==> src/shared/gcsr_pkg.sv <==
package gcsr_pkg;
    // Register offsets, as sent on the access port for reads
    localparam logic [6:0] ADDR_GLOBAL_FLAGS = 7'h00;
    localparam logic [6:0] ADDR_GLOBAL_STATUS = 7'h01;
    localparam logic [6:0] ADDR_PROBE_SELECT = 7'h03;
    localparam logic [6:0] ADDR_INPUT_REV = 7'h04;
    localparam logic [6:0] ADDR_POS_MATCH = 7'h05;
    // A write carries the offset plus this
    localparam logic [7:0] WRITE_FLAG = 8'h80;
    localparam int WRITE_BIT = 7;

    // Field widths
    localparam int FLAGS_W = 11;
    localparam int STATUS_W = 4;
    localparam int PROBE_W = 4;
    localparam int PROBE_SRC_W = 16;

    // global_flags fields
    localparam int FLG_CMP_OUT_ON = 3;
    localparam int FLG_PROBE_ON = 7;
    localparam int FLG_M1_INV = 8;
    localparam int FLG_M2_INV = 9;
    localparam int FLG_LOCK = 10;

    // global_status fields
    localparam int STS_RESET = 0;
    localparam int STS_DRV1 = 1;
    localparam int STS_DRV2 = 2;
    localparam int STS_PUMP_UV = 3;

    // input_and_revision fields
    localparam int INP_DISABLE_PIN = 7;
    localparam int INP_REV_LO = 24;

    // Reset values
    localparam logic [FLAGS_W-1:0] FLAGS_RST = 11'h000;
    localparam logic [STATUS_W-1:0] STATUS_RST = 4'h1;
    localparam logic [PROBE_W-1:0] PROBE_RST = 4'h0;
    localparam logic [31:0] MATCH_RST = 32'h0000_0000;
    // Arbitrary neutral revision code
    localparam logic [7:0] SILICON_REV = 8'h01;
endpackage : gcsr_pkg

==> src/design/gcsr_regs.sv <==
`timescale 1ns/1ps
// Overview of operation
// - Compare flag off: irq and pulse undriven
// - Compare flag on: drive pulse and irq
// - Probe flag routes test signal onto pin
// - Probe select picks routed internal signal
// - Motor 1 invert flag reverses direction
// - Motor 2 invert flag reverses direction
// - Lock bit blocks later flag writes
// - Status bit 0 shows reset since read
// - Reset flag comes with all registers reset
// - Driver 1 shutdown sets its fault flag
// - Driver 2 shutdown sets its fault flag
// - Read clears fault only once condition gone
// - Pump undervoltage flagged, drivers disabled meanwhile
// - Readback bit 7 mirrors disable pin
// - Readback top byte holds revision code
// - Match register compared with motor 1 position
// - Equal positions drive pulse high
// - Mismatch returns pulse low
// - Write address is offset plus 0x80
// - Registers power up as zero unless noted
// - Compared position is signed motor 1 position
module gcsr_regs (
    input wire logic MCLK,
    input wire logic RST,
    input wire logic REG_STROBE,
    input wire logic [7:0] REG_ADDR,
    input wire logic [31:0] REG_WDATA,
    output logic [31:0] REG_RDATA,
    input wire logic signed [31:0] CUR_POS,
    input wire logic EVENT_IRQ_IN,
    output logic EVENT_IRQ_OUT,
    output logic EVENT_IRQ_OE_N,
    output logic POS_PULSE_OUT,
    output logic POS_PULSE_OE_N,
    input wire logic [gcsr_pkg::PROBE_SRC_W-1:0] PROBE_SRC,
    input wire logic REF_SW_R2_IN,
    output logic REF_SW_R2_OUT,
    output logic REF_SW_R2_OE_N,
    output logic REF_SW_R2_LEVEL,
    input wire logic MOTOR1_DIR_IN,
    input wire logic MOTOR2_DIR_IN,
    output logic MOTOR1_DIR,
    output logic MOTOR2_DIR,
    input wire logic DRV1_SHUTDOWN,
    input wire logic DRV2_SHUTDOWN,
    input wire logic PUMP_UV_IN,
    input wire logic DRV_DISABLE_PIN,
    output logic DRIVERS_ENABLE,
    output logic [gcsr_pkg::FLAGS_W-1:0] GLOBAL_FLAGS
);
    import gcsr_pkg::*;

    logic [FLAGS_W-1:0] flags;
    logic [STATUS_W-1:0] status;
    logic [STATUS_W-1:0] next_status;
    logic [PROBE_W-1:0] probe_sel;
    logic [31:0] match_val;
    logic [2:0] uv_sync;
    logic [2:0] dis_sync;
    logic pump_uv;
    logic dis_level;
    logic wr;
    logic rd;
    logic [6:0] offs;
    logic [2:0] ref_sync;
    logic ref_level;
    logic pos_hit;

    // Two flops agreeing decide a level; glitches shorter than that vanish
    function automatic logic settle(input logic [2:0] s, input logic cur);
        settle = (s[1] == s[2]) ? s[1] : cur;
    endfunction : settle

    assign wr = REG_STROBE && REG_ADDR[WRITE_BIT];
    assign rd = REG_STROBE && !REG_ADDR[WRITE_BIT];
    assign offs = REG_ADDR[6:0];
    // Equality is sign agnostic, so the signed view costs nothing
    assign pos_hit = (CUR_POS == $signed(match_val));

    // Asynchronous pins
    always_ff @(posedge MCLK) begin
        if (RST) begin
            uv_sync <= 3'h0;
            dis_sync <= 3'h0;
            ref_sync <= 3'h0;
            pump_uv <= 1'b0;
            dis_level <= 1'b0;
            ref_level <= 1'b0;
        end else begin
            uv_sync <= {uv_sync[1:0], PUMP_UV_IN};
            dis_sync <= {dis_sync[1:0], DRV_DISABLE_PIN};
            ref_sync <= {ref_sync[1:0], REF_SW_R2_IN};
            pump_uv <= settle(uv_sync, pump_uv);
            dis_level <= settle(dis_sync, dis_level);
            ref_level <= settle(ref_sync, ref_level);
        end
    end

    // Global flags
    always_ff @(posedge MCLK) begin
        if (RST) begin
            flags <= FLAGS_RST;
        end else if (wr && offs == ADDR_GLOBAL_FLAGS && !flags[FLG_LOCK]) begin
            flags <= REG_WDATA[FLAGS_W-1:0];
        end
    end

    // Write-only registers
    always_ff @(posedge MCLK) begin
        if (RST) begin
            probe_sel <= PROBE_RST;
            match_val <= MATCH_RST;
        end else if (wr) begin
            if (offs == ADDR_PROBE_SELECT) begin
                probe_sel <= REG_WDATA[PROBE_W-1:0];
            end
            if (offs == ADDR_POS_MATCH) begin
                match_val <= REG_WDATA;
            end
        end
    end

    // Set wins over read clear; faults clear only once gone
    always_comb begin
        next_status = status;
        if (rd && offs == ADDR_GLOBAL_STATUS) begin
            next_status[STS_RESET] = 1'b0;
            next_status[STS_PUMP_UV] = 1'b0;
            if (!DRV1_SHUTDOWN) begin
                next_status[STS_DRV1] = 1'b0;
            end
            if (!DRV2_SHUTDOWN) begin
                next_status[STS_DRV2] = 1'b0;
            end
        end
        if (DRV1_SHUTDOWN) begin
            next_status[STS_DRV1] = 1'b1;
        end
        if (DRV2_SHUTDOWN) begin
            next_status[STS_DRV2] = 1'b1;
        end
        if (pump_uv) begin
            next_status[STS_PUMP_UV] = 1'b1;
        end
    end

    always_ff @(posedge MCLK) begin
        if (RST) begin
            status <= STATUS_RST;
        end else begin
            status <= next_status;
        end
    end

    // Read data; write-only and unmapped offsets read zero
    always_ff @(posedge MCLK) begin
        if (RST) begin
            REG_RDATA <= 32'h0000_0000;
        end else if (rd) begin
            REG_RDATA <= 32'h0000_0000;
            case (offs)
                ADDR_GLOBAL_FLAGS: REG_RDATA[FLAGS_W-1:0] <= flags;
                ADDR_GLOBAL_STATUS: REG_RDATA[STATUS_W-1:0] <= status;
                ADDR_INPUT_REV: begin
                    REG_RDATA[INP_DISABLE_PIN] <= dis_level;
                    REG_RDATA[31:INP_REV_LO] <= SILICON_REV;
                end
                default: REG_RDATA <= 32'h0000_0000;
            endcase
        end
    end

    // Compare and tristate outputs
    always_ff @(posedge MCLK) begin
        if (RST) begin
            POS_PULSE_OUT <= 1'b0;
            POS_PULSE_OE_N <= 1'b1;
            EVENT_IRQ_OUT <= 1'b0;
            EVENT_IRQ_OE_N <= 1'b1;
        end else begin
            POS_PULSE_OUT <= pos_hit;
            EVENT_IRQ_OUT <= EVENT_IRQ_IN;
            // Pins float when off; board needs pull-ups
            POS_PULSE_OE_N <= !flags[FLG_CMP_OUT_ON];
            EVENT_IRQ_OE_N <= !flags[FLG_CMP_OUT_ON];
        end
    end

    // Probe routing, direction and driver enable
    always_ff @(posedge MCLK) begin
        if (RST) begin
            REF_SW_R2_OUT <= 1'b0;
            REF_SW_R2_OE_N <= 1'b1;
            REF_SW_R2_LEVEL <= 1'b0;
            MOTOR1_DIR <= 1'b0;
            MOTOR2_DIR <= 1'b0;
            DRIVERS_ENABLE <= 1'b0;
            GLOBAL_FLAGS <= FLAGS_RST;
        end else begin
            REF_SW_R2_OUT <= PROBE_SRC[probe_sel];
            REF_SW_R2_OE_N <= !flags[FLG_PROBE_ON];
            REF_SW_R2_LEVEL <= !flags[FLG_PROBE_ON]
                && ref_level;
            MOTOR1_DIR <= MOTOR1_DIR_IN ^ flags[FLG_M1_INV];
            MOTOR2_DIR <= MOTOR2_DIR_IN ^ flags[FLG_M2_INV];
            DRIVERS_ENABLE <= !pump_uv;
            GLOBAL_FLAGS <= flags;
        end
    end
endmodule : gcsr_regs

==> config.mk <==
export PLATFORM = sky130hd
export DESIGN_NAME = gcsr_regs
export DESIGN_NICKNAME = d
export VERILOG_FILES = /design/src/shared/gcsr_pkg.sv /design/src/design/gcsr_regs.sv
export SDC_FILE = /design/constraint.sdc
export NUM_CORES = 1
export LEC_CHECK = 0
export ABC_AREA = 0
export ABC_CLOCK_PERIOD_IN_PS = 4900
export BUFFER_PORTS_ARGS = -buffer_cell sky130_fd_sc_hd__clkbuf_2
export CAP_MARGIN = 40
export CORE_MARGIN = 1.5
export CORE_UTILIZATION = 50
export CTS_CLUSTER_SIZE = 28
export DETAILED_ROUTE_END_ITERATION = 8
export PLACE_DENSITY = 0.82
export REMOVE_ABC_BUFFERS = 1
export SLEW_MARGIN = 20
export SYNTH_ARGS = -nofsm -noshare
export SYNTH_HDL_FRONTEND = slang
export SYNTH_SLANG_ARGS = --single-unit
==> constraint.sdc <==
create_clock -name MCLK -period 4.9 [get_ports MCLK]
set_input_delay 0.245 -clock MCLK [delete_from_list [all_inputs] [get_ports MCLK]]
set_output_delay 0.245 -clock MCLK [all_outputs]
set_load 0.1 [all_outputs]
* Yosys cells after proc, flatten, opt, wreduce, memory -nomap -nowiden
Cells that the tools add are included.
** Storage, ports and cells
- Register bits after elaboration :: 102
- Bits in latches :: 0
- RAM bits :: 0
- ROM bits :: 0
- Input bits :: 99
- Output and inout port bits :: 53
- Word-level logic and storage cells :: 65
- Memories :: 0
** Operators by class
- $add $sub $neg :: 0
- Multipliers :: 0
- Divide/modulo/power cells :: 0
- Order comparisons :: 1
- Eq/ne operators :: 8
- Shift operators :: 0
- Multiplexer cells :: 13
- Bitwise operators :: 2
- Reductions and logical operators :: 17
** Operators with widths (count)
- $eq A32 B32 Y1 :: 1
- $eq A7 B3 Y1 const B :: 2
- $pmux W4 S2 :: 1
- $eq A7 B1 Y1 const B :: 1
- $eq A7 B2 Y1 const B :: 1
- $logic_not A7 Y1 :: 1
- $mux W1 :: 7
- $logic_and A1 B1 Y1 :: 6
- $mux W3 :: 2
- $reduce_bool A2 Y1 :: 3
- $logic_not A1 Y1 :: 5
- $lt A4 B5 Y1 const B :: 1
- $bmux W1 S4 :: 1
- $mux W4 :: 1
- $reduce_and A2 Y1 :: 2
- $eq A1 B1 Y1 :: 3
- $pmux W1 S2 :: 1
- $xor A1 B1 Y1 :: 2

* Logic depth before layout (Yosys ltp)
- Word-level depth :: 5
- Mapped depth :: 6
- Depth with buffers taken out :: 4

* Least setup slack after synthesis
Ideal clock, no wire load.
- Path kind :: register -> register
- Start point :: register probe_sel[0]
- End point :: register REF_SW_R2_OUT
- Library setup time :: 127 ps
- Arrival time :: 1651 ps
- Required time :: 4773 ps
- Path slack :: 3122 ps
- Stages on the path, launching flop included :: 5
- Path buffers :: 1
- Clock period less this slack :: 1778 ps
- Cell sequence :: dfxtp_1 > clkbuf_1 > mux4_2 > mux4_2 > nor2b_1
** On the way
- Cells in the longest elaborated chain, start to end :: 2
** RTL lines
- from (decl) :: line gcsr_regs.sv:58 : logic [PROBE_W-1:0] probe_sel;
- from (signal assigned) :: line gcsr_regs.sv:117 : probe_sel <= REG_WDATA[PROBE_W-1:0];
- $bmux W1 S4 :: line gcsr_regs.sv:202 : REF_SW_R2_OUT <= PROBE_SRC[probe_sel];
- $mux W1 (implied by the code) :: line gcsr_regs.sv:202
- to (signal assigned) :: line gcsr_regs.sv:202
- to (decl) :: line gcsr_regs.sv:39 : output logic REF_SW_R2_OUT,
No other way between the ends. The select of a mux whose other input is x is not followed.
A chain may end at the register's enable or synchronous reset.

* Final worst setup path
Same ends and word-level chain as after synthesis.

==> qor.csv <==
metric,value,unit
post-cts resize count,0,
pwr dens,328,nW/um2
Peak Freq,0.575,GHz
Vias,3157,
Pins Over Slew Limit,0,
"wirelength, routed",8060,um
"commonest non-fill, non-tap cell in the layout",clkbuf_2,
Min Hold Slack,0.0983,ns
crit-path max FO,5,
gr usage total,19.9,%
synthesized area,3860,um2
Final Skew,0.0126,ns
die area,8260,um2
H-tree depth,3,
Syn. warnings,0,
average wire per standard cell,12.7,um
# IOs,152,
detailed-route DRC error count,0,
area grow syn2layout,23.3,%
unrepaired setup endpoints after global routing,no,
Vias/cell,4.96,
HPWL after DPL,6090,um
crit path cell chain,mux4_2 -> mux4_2 -> nor2b_1,
critical path required time,5.13,ns
initial antenna violation count,0,
clk slew on worst S/H paths,0.09,ns
drt first-iter violations,93,
post-synthesis register bit count,95,
"most used cell, CP",mux4_2,
Setup-failing EPs final,0,
DR pass1 iterations,4,
Max-slew headroom,45.6,%
CORE AREA,7370,um2
GPL Wtd Cong,0.759,
Reg area,1900,um2
Die Y,90.9,um
starting density of the core,52.4,%
Tmin final,1.74,ns
Simple-Gate Fraction of Synth Area,20.6,%
area of the multi-input gates,1780,um2
Post-Route Setup TNS,0,ns
"commonest non-fill, non-tap cells in the layout","130 x clkbuf_2, 95 x dfxtp_1, 75 x nand2_1, 45 x a21oi_1, 30 x nor2b_1",
leakage power,2.13,nW
largest net degree at the start of global routing,51,
CP peak stage delay,0.55,ns
Post-synth EDFFs,0,
endpoints failing hold,0,
final net count,632,
vias in the first global route,3006,
status,completed,
CP Data Arrival Time,1.97,ns
clock buffer depth,2,
"antenna viol nets, final",0,
Horiz. Die Dim,90.9,um
kind of critical path,reg -> reg,
final worst-path cycle share,35.5,%
share of cells above drive strength 1,31.6,%
Cell variety after synth,36,
site row count,31,
Worst setup EP type,register,
worst slew pin tran,0.810,ns
post-CTS setup buffers,0,
global-route wire length before repair,13300,um
sequential share of the synthesized area,49.2,%
Filler cells,662,
antenna fix cells,0,
worst skew pair latency,0.35,ns
Max-cap violations,0,
"Async S/R FF share, synth",0,%
Cells after Synth,410,
main combinational cell family by area after synthesis,simple AND/OR/NAND/NOR gates,
multiplexer share of the synthesized area,7.97,%
TritonCTS clock tree,yes,
adder-cell share of the synthesized area,0,%
Hold Buf Count CTS,0,
crit path launch type,register,
worst min path class,in -> reg,
Port Buf Inserts,131,
Synth Area in XOR/XNOR,7.48,%
crit path max-delay cell type,mux4_2,
total CTS buffers,9,
Post-Syn Area per Cell,9.42,um2
VDD IR-drop max,0.181,mV
prevailing post-synth register cell,dfxtp_1,
clk root buf,clkbuf_8,
Sink Count,95,
post-synthesis compound-gate area fraction,8.10,%
gr ovfl total,0,
[logic make-up (layout without fill, tap and decap cells)]
logic type             after synthesis  in the layout
AND/OR/NAND/NOR                    156            156
multiplexers                        23             23
XOR/XNOR                            33             33
buffers and inverters               45            154
flip-flops                          95             95
other                                1             20
AO/OA/AOI/OAI                       57             57
[flip-flops by register name, summed over array words and instances, names as in the netlist, 3 cells and up]
register	count
REG_RDATA	12
status	4
ref_sync	3
match_val	32
dis_sync	3
probe_sel	4
flags	11
uv_sync	3
GLOBAL_FLAGS	11
[stage by stage]
| stage | instances | utilization [%] | worst slack, ns | total power, mW | cell area, um2 |
|---|---|---|---|---|---|
| floorplan | 387 | - | 3.10 | 0.911 | 3690 |
| global route | 637 | 64.6 | 3.08 | 1.62 | 4760 |
| detailed placement | 620 | 61.1 | 2.85 | 0.979 | 4500 |
| finish | 637 | 64.6 | 3.16 | 1.56 | 4760 |
| global placement | 619 | 60.9 | 2.80 | 0.977 | 4490 |
| CTS | 636 | 64.3 | 3.12 | 1.57 | 4740 |
[routing by layer]
layer / vias up / part of all wire [%] / track usage [%]
met1: 1461 / 42 / 24.6
met5: - / 0 / 0
met2: 113 / 50 / 34.0
met4: 0 / 1.3 / 7.29
li1: 1574 / - / -
met3: 9 / 6.2 / 4.29
[Yosys cell counts (6+ instances only)]
library cell,number,area [um2]
nor3_1,6,30.0
a21oi_1,45,225
dfxtp_1,95,1900
nor2_1,12,45.0
mux2_2,12,135
nor2b_1,30,188
nand2_1,75,282
nor4_1,6,37.5
mux2i_1,6,60.1
buf_4,21,158
clkbuf_1,15,56.3
xor2_1,29,254
[path summary, 6_finish.rpt]
| check | slack (ns) | cells after the start | to | startpoint |
|---|---|---|---|---|
| worst max-delay path | 3.16 | 3 | REF_SW_R2_OUT | probe_sel[0] |
| worst min-delay path | 0.1 | 2 | ref_sync[0] | REF_SW_R2_IN |
| worst max register to register | 3.16 | 3 | REF_SW_R2_OUT | probe_sel[0] |
| worst min register to register | 0.42 | 1 | REF_SW_R2_LEVEL | flags[7] |
[where the power goes]
group	total (mW)	internal, mW	switching, mW	leakage [nW]
clock network	0.597	0.340	0.257	0.114
logic	0.182	0.0506	0.131	1.24
registers	0.781	0.778	0.00253	0.769
[critical path: cells and delay by family, from the launching register on]
| family | cells | cell delay, ns |
|---|---|---|
| flops | 1 | 0.49 |
| mux | 2 | 1.00 |
| simple gates | 1 | 0.14 |
[layout make-up]
type | count | area share (%)
multi-input combinational | 289 | 37.4
sequential | 95 | 39.9
timing repair buffer | 135 | 14.8
inverter | 3 | 0.237
clock inverter | 5 | 2.23
tap | 99 | 2.60
clock buffer | 11 | 2.76
No activity file was read; power rests on OpenSTA's default activity.
